[config.mk]
export PLATFORM = sky130hd
export DESIGN_NAME = ltc_transceiver
export DESIGN_NICKNAME = d
export VERILOG_FILES = /design/src/rtl/ltc_hold_filter.v /design/src/rtl/ltc_sync2.v /design/src/rtl/ltc_transceiver.v
export VERILOG_INCLUDE_DIRS = /design/src /design/src/rtl
export SDC_FILE = /design/constraint.sdc
export NUM_CORES = 1
export LEC_CHECK = 0
export BUFFER_PORTS_ARGS = -buffer_cell sky130_fd_sc_hd__buf_2
export CORE_ASPECT_RATIO = 0.75
export CORE_MARGIN = 2
export CORE_UTILIZATION = 35
export DETAILED_ROUTE_END_ITERATION = 7
export SETUP_SLACK_MARGIN = 0.5
export SLEW_MARGIN = 20
export SYNTH_ARGS = -nofsm -noshare
export SYNTH_HDL_FRONTEND = slang
export SYNTH_HIERARCHICAL = 1
export SYNTH_SLANG_ARGS = --single-unit
[constraint.sdc]
create_clock -name sys_clk -period 4.35 [get_ports sys_clk]
set_input_delay 0 -clock sys_clk [delete_from_list [all_inputs] [get_ports sys_clk]]
set_output_delay 0 -clock sys_clk [all_outputs]
set_load 0.1 [all_outputs]
[src/rtl/ltc_regs.vh]
// constants for the lin transceiver mode and wake controller
`ifndef LTC_REGS_VH
`define LTC_REGS_VH

// ----------------------------------------
// clock
// ----------------------------------------
`define LTC_CLK_MHZ 250

// ----------------------------------------
// timing, in nanoseconds (plain defaults), power-up delay in clock cycles
// ----------------------------------------
`define LTC_T_DOM_NS 6000000
`define LTC_T_GOTOSLEEP_NS 10000
`define LTC_T_GOTONORM_NS 10000
`define LTC_T_WAKE_LIN_NS 100000
`define LTC_T_WAKE_LOCAL_NS 100000
`define LTC_PWRUP_CYC 2'h3

// ----------------------------------------
// register offsets (byte addresses)
// ----------------------------------------
`define LTC_CTRL_OFS 12'h000
`define LTC_STAT_OFS 12'h004

// ----------------------------------------
// control fields and reset value
// ----------------------------------------
`define LTC_CTRL_TXOFF 0
`define LTC_CTRL_WAKEEN 1
`define LTC_CTRL_RST 2'h2

// ----------------------------------------
// status fields
// ----------------------------------------
`define LTC_STAT_MODE_LO 0
`define LTC_STAT_WSRC 2
`define LTC_STAT_WREQ 3
`define LTC_STAT_DOMTO 4
`define LTC_STAT_THERM 5
`define LTC_STAT_SLP 6
`define LTC_STAT_DRV 7

`endif

[src/rtl/ltc_hold_filter.v]
// level filter: output follows input only after it has held for a count
module ltc_hold_filter #(
  parameter INIT = 1'b0
) (
  // clock and reset
  input wire sysClk,
  input wire resetn,
  // synced level and hold counts
  input wire d,
  input wire [23:0] riseCnt,
  input wire [23:0] fallCnt,
  // filtered level and its edges
  output reg q,
  output reg rise,
  output reg fall
);
  reg [23:0] cnt;
  wire [23:0] target;

  assign target = d ? riseCnt : fallCnt;

  always @(posedge sysClk) begin
    if (!resetn) begin
      q <= INIT;
      cnt <= 24'h0;
      rise <= 1'b0;
      fall <= 1'b0;
    end else begin
      rise <= 1'b0;
      fall <= 1'b0;
      if (d == q) begin
        // a glitch back restarts the hold time
        cnt <= 24'h0;
      end else if (cnt + 24'h1 >= target) begin
        q <= d;
        cnt <= 24'h0;
        rise <= d;
        fall <= ~d;
      end else begin
        cnt <= cnt + 24'h1;
      end
    end
  end
endmodule // ltc_hold_filter

[src/rtl/ltc_sync2.v]
// two-flop synchroniser for a group of slow pins
module ltc_sync2 #(
  parameter W = 4,
  parameter [W-1:0] INIT = {W{1'b0}}
) (
  // clock and reset
  input wire sysClk,
  input wire resetn,
  // pins and synced copy
  input wire [W-1:0] d,
  output reg [W-1:0] q
);
  reg [W-1:0] meta;

  always @(posedge sysClk) begin
    if (!resetn) begin
      meta <= INIT;
      q <= INIT;
    end else begin
      meta <= d;
      q <= meta;
    end
  end
endmodule // ltc_sync2

[src/rtl/ltc_transceiver.v]
// lin transceiver mode, wake and driver control with apb status access
//
// Overview of operation
// - falling txd edge starts dominant timer
// - txd low past timeout disables transmitter
// - rising txd edge clears dominant timer
// - overtemperature in normal disables bus driver
// - driver back after cool and txd high
// - sleep entered only from normal, sleep low
// - sleep only after full go-to-sleep hold
// - inhibit floats in sleep, high otherwise
// - valid wake in sleep moves to standby
// - standby drives rxd low as wake request
// - sleep-control high clears wake source at once
// - sleep-control high clears wake request at once
// - normal after go-to-normal hold of high
// - transmitter and receiver active only in normal
// - high bus recessive, low bus dominant
// - power-on floats rxd, weak txd pull-down
// - power-up goes normal if high, else standby
// - txd pull-down strength shows wake source
// - wake and sleep-control inputs are hold filtered
// - local wake only on falling edge
// - no battery floats rxd, stops driver
// - undriven sleep-control and txd read low
// - remote wake needs fall, long low, rise
// - valid wake raises inhibit, termination on
`include "ltc_regs.vh"

module ltc_transceiver #(
  parameter [31:0] DOM_CYC = (`LTC_T_DOM_NS * `LTC_CLK_MHZ + 999) / 1000,
  parameter [31:0] SLEEP_CYC = (`LTC_T_GOTOSLEEP_NS * `LTC_CLK_MHZ + 999) / 1000,
  parameter [31:0] NORM_CYC = (`LTC_T_GOTONORM_NS * `LTC_CLK_MHZ + 999) / 1000,
  parameter [31:0] WLIN_CYC = (`LTC_T_WAKE_LIN_NS * `LTC_CLK_MHZ + 999) / 1000,
  parameter [31:0] WLOC_CYC = (`LTC_T_WAKE_LOCAL_NS * `LTC_CLK_MHZ + 999) / 1000
) (
  // clock and reset
  input wire sys_clk,
  input wire resetn,
  // apb slave
  input wire psel,
  input wire penable,
  input wire pwrite,
  input wire [11:0] paddr,
  input wire [31:0] pwdata,
  output reg [31:0] prdata,
  output reg pready,
  output reg pslverr,
  // host side pins
  input wire txdIn,
  input wire sleepCtrlN,
  input wire wakeLocalN,
  output reg rxdOut,
  output reg rxdOe,
  output reg txdOut,
  output reg txdStrongOe,
  output reg txdWeakPd,
  // bus side
  input wire busIn,
  output reg busDrvDom,
  output reg termOn,
  // supply and protection
  input wire overTemp,
  input wire batteryOk,
  output reg regulatorInhibitOut,
  output reg regulatorInhibitOe
);

  // ----------------------------------------
  // modes
  // ----------------------------------------
  localparam [1:0] MODE_PWRON = 2'h0;
  localparam [1:0] MODE_SLEEP = 2'h1;
  localparam [1:0] MODE_STBY = 2'h2;
  localparam [1:0] MODE_NORM = 2'h3;

  // ----------------------------------------
  // cycle counts
  // ----------------------------------------
  wire [23:0] domCyc = DOM_CYC[23:0];
  wire [23:0] sleepCyc = SLEEP_CYC[23:0];
  wire [23:0] normCyc = NORM_CYC[23:0];
  wire [23:0] wlinCyc = WLIN_CYC[23:0];
  wire [23:0] wlocCyc = WLOC_CYC[23:0];

  // ----------------------------------------
  // declarations
  // ----------------------------------------
  reg [1:0] mode;
  reg [1:0] next_mode;
  reg [1:0] pwrCnt;
  reg [1:0] ctrl;
  reg wakeSrcLocal;
  reg wakeReq;
  reg remoteArmed;
  reg txdPrev;
  reg domRun;
  reg domTimeout;
  reg [23:0] domCnt;
  reg thermOff;
  reg [31:0] statWord;
  wire [4:0] syncQ;
  wire txdSync;
  wire slpSync;
  wire wakeSync;
  wire busSync;
  wire batSync;
  wire slpFilt;
  wire slpFall;
  wire wakeFilt;
  wire wakeFall;
  wire busFilt;
  wire busRise;
  wire busFall;
  wire txdFallEdge;
  wire txdRiseEdge;
  wire localWake;
  wire remoteWake;
  wire anyWake;
  wire drvAllowed;
  wire apbWrite;
  wire apbSetup;

  // ----------------------------------------
  // input synchronisation
  // ----------------------------------------
  // reset to low so that an unsettled sleep or txd pin reads as low
  ltc_sync2 #(
    .W(5),
    .INIT(5'h0c)
  ) uSync (
    .sysClk(sys_clk),
    .resetn(resetn),
    .d({batteryOk, busIn, wakeLocalN, sleepCtrlN, txdIn}),
    .q(syncQ)
  );

  assign txdSync = syncQ[0];
  assign slpSync = syncQ[1];
  assign wakeSync = syncQ[2];
  assign busSync = syncQ[3];
  assign batSync = syncQ[4];

  // ----------------------------------------
  // hold filters
  // ----------------------------------------
  // sleep-control: high must hold go-to-normal, low must hold go-to-sleep
  ltc_hold_filter #(
    .INIT(1'b0)
  ) uSlpFilt (
    .sysClk(sys_clk),
    .resetn(resetn),
    .d(slpSync),
    .riseCnt(normCyc),
    .fallCnt(sleepCyc),
    .q(slpFilt),
    .rise(),
    .fall(slpFall)
  );

  // local wake: only the low level is qualified
  ltc_hold_filter #(
    .INIT(1'b1)
  ) uWakeFilt (
    .sysClk(sys_clk),
    .resetn(resetn),
    .d(wakeSync),
    .riseCnt(24'h1),
    .fallCnt(wlocCyc),
    .q(wakeFilt),
    .rise(),
    .fall(wakeFall)
  );

  // bus: dominant must outlast the remote wake time
  ltc_hold_filter #(
    .INIT(1'b1)
  ) uBusFilt (
    .sysClk(sys_clk),
    .resetn(resetn),
    .d(busSync),
    .riseCnt(24'h1),
    .fallCnt(wlinCyc),
    .q(busFilt),
    .rise(busRise),
    .fall(busFall)
  );

  // ----------------------------------------
  // wake detection
  // ----------------------------------------
  // a wake pin held low at sleep entry gives no edge, so no wake
  assign localWake = wakeFall & ~wakeFilt;
  assign remoteWake = remoteArmed & busRise;
  assign anyWake = (mode == MODE_SLEEP) & ctrl[`LTC_CTRL_WAKEEN] &
                   (localWake | remoteWake);

  always @(posedge sys_clk) begin
    if (!resetn) begin
      remoteArmed <= 1'b0;
    end else if (mode != MODE_SLEEP) begin
      remoteArmed <= 1'b0;
    end else if (busFall) begin
      // fall plus qualified low seen; the rise completes it
      remoteArmed <= 1'b1;
    end else if (busRise) begin
      remoteArmed <= 1'b0;
    end
  end

  // ----------------------------------------
  // mode state machine
  // ----------------------------------------
  always @* begin
    next_mode = mode;
    case (mode)
      MODE_PWRON: begin
        if (pwrCnt == `LTC_PWRUP_CYC) begin
          next_mode = slpSync ? MODE_NORM : MODE_STBY;
        end
      end
      MODE_SLEEP: begin
        if (slpFilt) begin
          next_mode = MODE_NORM;
        end else if (anyWake) begin
          next_mode = MODE_STBY;
        end
      end
      MODE_STBY: begin
        if (slpFilt) begin
          next_mode = MODE_NORM;
        end
      end
      MODE_NORM: begin
        // filter fall pulse means low held for the whole go-to-sleep time
        if (slpFall) begin
          next_mode = MODE_SLEEP;
        end
      end
      default: begin
        next_mode = MODE_PWRON;
      end
    endcase
  end

  always @(posedge sys_clk) begin
    if (!resetn) begin
      mode <= MODE_PWRON;
      pwrCnt <= 2'h0;
    end else begin
      mode <= next_mode;
      if (mode == MODE_PWRON) begin
        pwrCnt <= pwrCnt + 2'h1;
      end
    end
  end

  // ----------------------------------------
  // wake source and wake request flags
  // ----------------------------------------
  always @(posedge sys_clk) begin
    if (!resetn) begin
      wakeSrcLocal <= 1'b0;
      wakeReq <= 1'b0;
    end else begin
      // clear acts on the raw synced level, ahead of the mode change
      if (mode == MODE_STBY && slpSync) begin
        wakeSrcLocal <= 1'b0;
        wakeReq <= 1'b0;
      end
      if (anyWake) begin
        wakeSrcLocal <= localWake;
        wakeReq <= 1'b1;
      end
    end
  end

  // ----------------------------------------
  // txd dominant timeout
  // ----------------------------------------
  assign txdFallEdge = txdPrev & ~txdSync;
  assign txdRiseEdge = ~txdPrev & txdSync;

  always @(posedge sys_clk) begin
    if (!resetn) begin
      txdPrev <= 1'b0;
      domRun <= 1'b0;
      domTimeout <= 1'b0;
      domCnt <= 24'h0;
    end else begin
      txdPrev <= txdSync;
      if (txdRiseEdge) begin
        domRun <= 1'b0;
        domTimeout <= 1'b0;
        domCnt <= 24'h0;
      end else if (txdFallEdge) begin
        domRun <= 1'b1;
        domTimeout <= 1'b0;
        domCnt <= 24'h0;
      end else if (domRun && !domTimeout) begin
        if (domCnt + 24'h1 >= domCyc) begin
          domTimeout <= 1'b1;
        end
        domCnt <= domCnt + 24'h1;
      end
    end
  end

  // ----------------------------------------
  // thermal shutdown
  // ----------------------------------------
  always @(posedge sys_clk) begin
    if (!resetn) begin
      thermOff <= 1'b0;
    end else if (mode == MODE_NORM && overTemp) begin
      thermOff <= 1'b1;
    end else if (!overTemp && txdSync) begin
      // waiting for recessive txd avoids a half bit on release
      thermOff <= 1'b0;
    end
  end

  // ----------------------------------------
  // pin drive
  // ----------------------------------------
  assign drvAllowed = (mode == MODE_NORM) & batSync & ~domTimeout & ~thermOff &
                      ~ctrl[`LTC_CTRL_TXOFF];

  always @(posedge sys_clk) begin
    if (!resetn) begin
      busDrvDom <= 1'b0;
      rxdOut <= 1'b0;
      rxdOe <= 1'b0;
      txdOut <= 1'b0;
      txdStrongOe <= 1'b0;
      txdWeakPd <= 1'b1;
      termOn <= 1'b0;
      regulatorInhibitOut <= 1'b0;
      regulatorInhibitOe <= 1'b0;
    end else begin
      // low txd is dominant, so the driver pulls the bus down
      busDrvDom <= drvAllowed & ~txdSync & (next_mode == MODE_NORM);
      rxdOut <= 1'b0;
      txdOut <= 1'b0;
      case (mode)
        MODE_NORM: begin
          // open drain: low bus pulls rxd low, high bus releases it
          rxdOe <= batSync & ~busSync & (next_mode == MODE_NORM);
          txdStrongOe <= 1'b0;
          txdWeakPd <= 1'b0;
        end
        MODE_STBY: begin
          rxdOe <= batSync & wakeReq;
          txdStrongOe <= wakeSrcLocal;
          txdWeakPd <= 1'b1;
        end
        default: begin
          rxdOe <= 1'b0;
          txdStrongOe <= 1'b0;
          txdWeakPd <= 1'b1;
        end
      endcase
      regulatorInhibitOut <= 1'b1;
      regulatorInhibitOe <= (next_mode != MODE_SLEEP);
      termOn <= (next_mode != MODE_SLEEP);
    end
  end

  // ----------------------------------------
  // apb slave, zero wait states
  // ----------------------------------------
  assign apbSetup = psel & ~penable;
  assign apbWrite = psel & penable & pready & pwrite;

  always @* begin
    statWord = 32'h0;
    statWord[`LTC_STAT_MODE_LO+1:`LTC_STAT_MODE_LO] = mode;
    statWord[`LTC_STAT_WSRC] = wakeSrcLocal;
    statWord[`LTC_STAT_WREQ] = wakeReq;
    statWord[`LTC_STAT_DOMTO] = domTimeout;
    statWord[`LTC_STAT_THERM] = thermOff;
    statWord[`LTC_STAT_SLP] = slpFilt;
    statWord[`LTC_STAT_DRV] = drvAllowed;
  end

  always @(posedge sys_clk) begin
    if (!resetn) begin
      ctrl <= `LTC_CTRL_RST;
      prdata <= 32'h0;
      pready <= 1'b0;
      pslverr <= 1'b0;
    end else begin
      pready <= 1'b1;
      if (apbSetup) begin
        // answer is latched in setup so it comes straight from a flop
        case (paddr)
          `LTC_CTRL_OFS: begin
            prdata <= {30'h0, ctrl};
            pslverr <= 1'b0;
          end
          `LTC_STAT_OFS: begin
            prdata <= statWord;
            pslverr <= 1'b0;
          end
          default: begin
            prdata <= 32'h0;
            pslverr <= 1'b1;
          end
        endcase
      end
      if (apbWrite && paddr == `LTC_CTRL_OFS) begin
        ctrl <= pwdata[1:0];
      end
    end
  end

endmodule // ltc_transceiver

* Yosys cells after proc, flatten, opt, wreduce, memory -nomap -nowiden *
Cells that the tools add are included.
W data, S select, Z words.

operators by class
  $add $sub $neg = 5
  magnitude comparators = 4
  equal/unequal tests = 11
  multiplexer cells = 21
  bitwise operators = 37
  reduce and logical (&&, ||, !) cells = 27

operators by type and width
  cell                     count
  $add A24 B1 Y24 const B  4
  $ge A24 B24 Y1           2
  $mux W15                 2
  $ge A24 B12 Y1 const B   1
  $ge A24 B21 Y1 const B   1
  $reduce_or A3 Y1         7
  $and A1 B1 Y1            19
  $not A1 Y1               17
  $pmux W8 S2              1
  $eq A12 B3 Y1 const B    1
  $logic_not A12 Y1        1
  $mux W1                  11
  $mux W2                  5
  $reduce_and A2 Y1        5
  $eq A2 B2 Y1 const B     4
  $pmux W2 S4              1
  $reduce_bool A2 Y1       3
  $reduce_or A2 Y1         3
  $logic_and A1 B1 Y1      5
  $ne A2 B1 Y1 const B     2
  $eq A1 B1 Y1             3
  $add A2 B1 Y2 const B    1
  $eq A2 B1 Y1 const B     1
  $logic_not A1 Y1         2
  other kinds (3)          3

storage, ports and cells
  register bits = 165
  input port bits = 55
  output and inout bits = 43
  logic and storage cells = 136

* Depth between registers and ports, before layout *
Gate-level depths: netlist (run 1).

  depth after elaboration = 10
  depth in mapped cells = 14
  mapped depth without buffers = 13

* Cells and area by module *
The synthesis (run 1) kept the hierarchy.

by module, submodules not included
  module                           instances  cells each  area an instance (µm²)  seq. area each (µm²)
  ltc_hold_filter at uBusFilt ...  2          209         2065.7                  540.5
  ltc_transceiver                  1          340         2808.9                  1041.0
  ltc_hold_filter at uSlpFilt      1          214         2060.7                  540.5
  ltc_sync2                        1          20          262.8                   200.2

* Worst setup path before layout (run 1) *
Ideal clock, no wire load.

  path kind = flip-flop to flip-flop
  start point = register uSlpFilt.cnt[0]
  end point = register uSlpFilt.cnt[16]
  library setup time = 0.114 ns
  arrival = 3.350 ns
  data required time = 4.236 ns
  path slack = 0.886 ns
  cell stages (with the launch flop) = 14
  path buffers = 2
  period minus slack after synthesis = 3.464 ns
  cells stage by stage = dfxtp_1 -> ha_1 -> and2_1 -> or4b_1 -> buf_2 -> nor3_2 -> xor2_1 -> ha_1 -> nand4_2 -> or4_4 -> a2111oi_4 -> a2111o_2 -> buf_6 -> nor2b_2

on the way
  longest elaborated chain between the ends = 3

RTL lines
  item                        RTL line                                    RTL
  start: declaration          ltc_hold_filter.v:17                        reg [23:0] cnt;
  start signal: assignment    ltc_hold_filter.v:40                        cnt <= cnt + 24'h1;
  $add A24 B1 Y24 (*)         ltc_hold_filter.v:34, ltc_hold_filter.v:40
  $ge A24 B12 Y1              ltc_hold_filter.v:34                        end else if (cnt + 24'h1 >= target) begin
  $reduce_or A3 Y1 (no line)  n/a

Every way passes the cells marked *; elsewhere a longest branch is shown, timed or not.
A chain may end at the register's enable or synchronous reset.

* Final worst setup path (run 1) *
  start point = register uWakeFilt.cnt[1]
  end point = register uWakeFilt.fall

on the way
  longest elaborated chain between the ends = 4

RTL lines
  item                        RTL line              RTL
  start: declaration          ltc_hold_filter.v:17
  start signal: assignment    ltc_hold_filter.v:40
  $add A24 B1 Y24             ltc_hold_filter.v:34
  $ge A24 B24 Y1              ltc_hold_filter.v:34
  $not A1 Y1 (no line)        n/a
  $reduce_or A3 Y1 (no line)  n/a
  end signal: assignment      ltc_hold_filter.v:38  fall <= ~d;
  end: declaration            ltc_hold_filter.v:15  output reg fall

No other way between the ends.

==> summary.md, run 1 <==
| Metric | Value |
|---|---|
| YS warnings | 6 |
| Crit. End Element | register |
| Clock skew | 8.24 ps |
| Mean post-synth cell area | 9.31 um^2 |
| Chip width | 191 um |
| IO Pins | 98 |
| Worst skew pair latency | 430 ps |
| Startpoint Class | register |
| FP Rows | 51 |
| Post-layout util | 0.425 |
| Layout cell share with drive strength beyond 1 | 0.172 |
| CTS buffer count | 17 |
| Maximum fanout along the worst path | 7 |
| Final WL | 18.5 mm |
| DP HPWL | 13.2 mm |
| Final worst path period need | 3620 ps |
| Max frequency | 276 MHz |
| Clock root buffer | clkbuf_16 |
| TritonCTS clock tree | yes |
| Fill count | 2620 |
| Via-to-Cell Ratio | 4.54 |
| Die Ht | 144 um |
| Post-route ant nets | 0 |
| Final Total Pwr | 3120 uW |
| Sum of negative setup slack | 0 ps |
| Relative slew slack | 0.467 |
| Initial Utilization | 0.355 |
| Final hold vios | 0 |
| Placed instance count | 1491 |
| IO buf count | 41 |
| Post-DR wirelength/cell | 11.9 um |
| Most common cell after layout, fill and taps aside | conb_1 |
| Core Box Area | 25900 um^2 |
| Leakage | 0.00480 uW |
| DIE AREA | 27600 um^2 |
| Area post-placement | 10100 um^2 |
| Antenna cells | 0 |
| Global-route usage over all layers | 0.138 |
| Drt pass-1 iters | 5 |
| Antenna violations before repair | 0 |
| Final non-filler cell total | 1546 |
| Crit path arrival time | 3950 ps |
| Final Net Count | 1321 |
| Vias in the first global route | 6443 |
| Cells after Synth | 988 |
| Clk pin slew, worst setup/hold paths | 60 ps |
| Largest net degree at the start of global routing | 48 |
| Status | finished clean |
| Area growth syn-to-layout | 19.5% |
| First-pass GRT wire length | 31.0 mm |
| Final setup fails | 0 |
| GPL Wtd Cong | 0.787 |
| # clock sinks | 141 |
| Setup CP Type | register to register |
| Slew Limit Fails | 0 |
| Cell Area, Synth | 9200 um^2 |
| DRC | 0 |
| # H-tree levels | 4 |
| Design area | 11000 um^2 |
| RSZ-0062 raised after global routing | false |
| Final Cycle Share | 0.832 |
| Routed via count | 7017 |
| Worst-margin pin slew | 797 ps |
| Number of max-cap violations | 0 |
| Multi-input gate area | 6630 um^2 |
| FF/Latch Area | 2830 um^2 |
| Peak supply drop | 0.000262 V |
| Req. time, crit path | 4680 ps |
| PwrDens | 284 nW/um^2 |
| Remaining Overflow, GRT | 0 |
| Most frequent cells in the layout | conb_1 (170), dfxtp_1 (139), nand2_1 (74), ha_1 (74), mux2i_1 (73) |
| Tightest Hold Check Type | input pin to register |
| Clock buffer depth | 2 |
| Drt first-iter violations | 267 |
==> path summary, 6_finish.rpt <==
| check | start | to | slack, ps | depth (start not counted) |
|---|---|---|---|---|
| hold / removal | paddr[2] | ctrl[0] | 30 | 4 |
| setup reg to reg | uWakeFilt/cnt[1] | uWakeFilt/fall | 730 | 13 |
| setup / recovery | uWakeFilt/cnt[1] | uWakeFilt/fall | 730 | 13 |
| hold reg to reg | uSync/meta[2] | uSync/q[2] | 400 | 1 |
==> cell type report <==
type                       instances  share of cell area
multi-input combinational        940               0.603
sequential                       141               0.257
clock buffer                      20              0.0415
timing repair buffer              68              0.0400
tap                              344              0.0391
clock inverter                    12              0.0123
inverter                          21             0.00717
==> sequential cells by signal, indices dropped and copies added, names as in the netlist, 2 cells and up <==
signal and cells:
domCnt 24, uBusFilt/cnt 24, uSlpFilt/cnt 24, uWakeFilt/cnt 24, prdata 8, uSync/meta 5, uSync/q 5, ctrl 2
mode 2, pwrCnt 2
==> critical path, stage by stage (launching register included) <==
cell and delay, ps:
dfxtp_1 440, ha_2 290, nand3_1 170, nor4_4 320, and2b_2 260, and4_4 240, xor2_2 60, ha_1 330
nand4_1 150, or4_1 610, nor3_4 180, buf_4 170, nor2_1 60, nor4b_1 240
==> through the flow <==
stage / hold WS [ps] / worst slack [ps]
5_1_grt: 59.8 / 475
3_3_place_gp: 188 / 387
2_1_floorplan: 27.7 / 886
6_report: 34.4 / 733
3_5_place_dp: 190 / 357
4_1_cts: 20.0 / 510
==> power by group <==
group | switching [uW] | internal [uW]
clock network | 587 | 879
registers | 17.2 | 1310
logic | 236 | 96.9
==> routing by layer <==
layer | GRT usage | wire (um) | up-vias
li1 | - | - | 3736
met1 | 0.201 | 10000 | 3166
met2 | 0.204 | 7620 | 97
met3 | 0.0306 | 649 | 18
met4 | 0.0352 | 189 | 0
met5 | 0 | 0 | -
==> what timing repair did <==
item | in CTS | in global routing
setup endpoints to repair | 32 | 77
hold buffers | 13 | 0
gates resized for setup | 1 | 13
hold endpoints to repair | 11 | 0
setup buffers | 2 | 3
cloned | 1 | 4
pin swaps | 1 | 7
(Power assumes the default switching activity.)
==> run 2, diff against run 1 <==
Clock period 4.35 ns to 3.7 ns, I/O delays scaled along.
==> summary.md, run 2 (synthesized netlist as in run 1, its figures left out) <==
| Metric | Value |
|---|---|
| Antenna cells | 0 (unchanged) |
| Final Net Count | 1378 (was 1321) |
| Startpoint Class | register (unchanged) |
| Die Ht | 144 um (unchanged) |
| Tightest Hold Check Type | input pin to register (unchanged) |
| DRC | 0 (unchanged) |
| Design area | 12200 um^2 (was 11000 um^2) |
| M1 GR Usage | 0.216 (was 0.201) |
| Maximum fanout along the worst path | 6 (was 7) |
| Final worst path period need | 3380 ps (was 3620 ps) |
| Relative slew slack | 0.451 (was 0.467) |
| Status | finished clean (unchanged) |
| Crit-path max cell delay | 640 ps (was 610 ps) |
| Area post-placement | 10300 um^2 (was 10100 um^2) |
| IO buf count | 41 (unchanged) |
| Most frequent cells in the layout | conb_1 (170), dfxtp_1 (114), nand2_1 (73), mux2i_1 (73), ha_1 (69) (was conb_1 (170), dfxtp_1 (139), nand2_1 (74), ha_1 (74), mux2i_1 (73)) |
| Worst-margin pin slew | 824 ps (was 797 ps) |
| First-pass GRT wire length | 33.7 mm (was 31.0 mm) |
| Routed via count | 7353 (was 7017) |
| Post-DR wirelength/cell | 12.7 um (was 11.9 um) |
| Drt pass-1 iters | 5 (unchanged) |
| # H-tree levels | 4 (unchanged) |
| CTS buffer count | 17 (unchanged) |
| Leakage | 0.00530 uW (was 0.00480 uW) |
| Via-to-Cell Ratio | 4.59 (was 4.54) |
| Area growth syn-to-layout | 32.3% (was 19.5%) |
| Clock buffer depth | 2 (unchanged) |
| DP HPWL | 13.6 mm (was 13.2 mm) |
| FP Rows | 51 (unchanged) |
| Largest net degree at the start of global routing | 48 (unchanged) |
| Met3 usage | 0.0330 (was 0.0306) |
| FF/Latch Area | 2890 um^2 (was 2830 um^2) |
| Slew Limit Fails | 0 (unchanged) |
| RSZ-0062 raised after global routing | true (was false) |
| Final setup fails | 0 (unchanged) |
| Slowest CP cell | or4b_4 (was or4_1) |
| GRT met2 Usage | 0.231 (was 0.204) |
| Most used cell, CP | nand4_1 |
| Req. time, crit path | 4020 ps (was 4680 ps) |
| Buffers plus inverters on the worst setup path | 1 (unchanged) |
| Chip width | 191 um (unchanged) |
| Setup CP Type | register to register (unchanged) |
| IO Pins | 98 (unchanged) |
| Initial Utilization | 0.355 (unchanged) |
| Most common cell after layout, fill and taps aside | conb_1 (unchanged) |
| GPL Wtd Cong | 0.795 (was 0.787) |
| PwrDens | 296 nW/um^2 (was 284 nW/um^2) |
| Peak supply drop | 0.000307 V (was 0.000262 V) |
| Clock skew | 8.28 ps (was 8.24 ps) |
| GR peak layer | met2 (unchanged) |
| Sum of negative setup slack | 0 ps (unchanged) |
| Final WL | 20.4 mm (was 18.5 mm) |
| Pre-CTS WS | 157 ps (was 357 ps) |
| Final Cycle Share | 0.913 (was 0.832) |
| Fill count | 2424 (was 2620) |
| Remaining Overflow, GRT | 0 (unchanged) |
| Fin Hold WS | 36.7 ps (was 34.4 ps) |
| Max frequency | 296 MHz (was 276 MHz) |
| DIE AREA | 27600 um^2 (unchanged) |
| Final Total Pwr | 3610 uW (was 3120 uW) |
| # clock sinks | 141 (unchanged) |
| Layout cell share with drive strength beyond 1 | 0.260 (was 0.172) |
| Number of max-cap violations | 0 (unchanged) |
| PnR worst setup slack | 323 ps (was 733 ps) |
| Core Box Area | 25900 um^2 (unchanged) |
| Clk pin slew, worst setup/hold paths | 60 ps (about the same) |
| CP cell instances | nand4_1 > or4b_4 > nor3_2 > xor2_1 > ha_1 > nand4_1 > or4_4 > a2111oi_4 > a2111o_2 > clkbuf_16 > nor2b_2 (was ha_2 > nand3_1 > nor4_4 > and2b_2 > and4_4 > xor2_2 > ha_1 > nand4_1 > or4_1 > nor3_4 > buf_4 > nor2_1 > nor4b_1) |
| Clock root buffer | clkbuf_16 (unchanged) |
| TritonCTS clock tree | yes (unchanged) |
| Multi-input gate area | 7090 um^2 (was 6630 um^2) |
| Global-route usage over all layers | 0.152 (was 0.138) |
| Post-route ant nets | 0 (unchanged) |
| Worst skew pair latency | 430 ps (about the same) |
| Crit path arrival time | 3700 ps (was 3950 ps) |
| Vias in the first global route | 6923 (was 6443) |
| Top delay family on crit path | simple AND/OR/NAND/NOR gates (unchanged) |
| Crit. End Element | register (unchanged) |
| Drt first-iter violations | 404 (was 267) |
| Antenna violations before repair | 0 (unchanged) |
| Final hold vios | 0 (unchanged) |
run 2: changes by cell type in the layout (fill, tap and decap cells not counted), moves of 6 or more:
cell / previous run / this run
buf_12: 0 / 6
buf_4: 14 / 55
buf_6: 0 / 9
dfxtp_1: 139 / 114
dfxtp_2: 2 / 13
dfxtp_4: 0 / 14
ha_4: 1 / 8
nor2b_2: 58 / 22
nor2b_4: 0 / 37
run 2: metal layers:
| layer | routed length, um | share of wire |
|---|---|---|
| met3 | 794 | 0.039 |
| met2 | 8900 | 0.44 |
| met5 | 0 | 0 |
| met4 | 140 | 0.0069 |
| met1 | 10500 | 0.52 |
run 2: worst reg2reg max path, cell delays in order, from the launching register on:
cell	delay, ps
dfxtp_2	360
nand4_1	160
or4b_4	640
nor3_2	170
xor2_1	120
ha_1	310
nand4_1	150
or4_4	570
a2111oi_4	220
a2111o_2	320
clkbuf_16	210
nor2b_2	40
run 2: timing repair:
item | 4_1_cts | 5_1_grt
pin swaps | 31 | 39
gates cloned | 5 | 1
setup buffers | 28 | 21
hold endpoints to repair | 11 | 0
endpoints found under the setup margin | 79 | 79
hold buffers | 13 | 0
resized for setup | 61 | 83
run 2: stage by stage:
| step | std cells | utilization |
|---|---|---|
| global route | 1602 | 0.470 |
| floorplan | 1156 | - |
| CTS | 1580 | 0.449 |
| detailed placement | 1503 | 0.399 |
| global placement | 1503 | 0.399 |
| finish | 1602 | 0.470 |
run 2: cell type report:
cell class | instances | area share
multi-input cells | 935 | 0.582
flip-flops and latches | 141 | 0.238
repair buffers | 130 | 0.0926
clock buffers | 18 | 0.0361
well taps | 344 | 0.0354
clock inverters | 13 | 0.00956
inverters | 21 | 0.00647
run 2: report_power, final:
part | switching (uW) | internal (uW)
Combinational | 292 | 134
Sequential | 20.2 | 1530
Clock | 695 | 941
Total | 1010 | 2600
run 2: final timing paths:
kind,startpoint,to,slack (ps),cells after the start
min reg2reg,uSync/meta[2],uSync/q[2],410,1
min,psel,prdata[1],40,4
max,uSlpFilt/cnt[7],uSlpFilt/cnt[13],320,11
max reg2reg,uSlpFilt/cnt[7],uSlpFilt/cnt[13],320,11
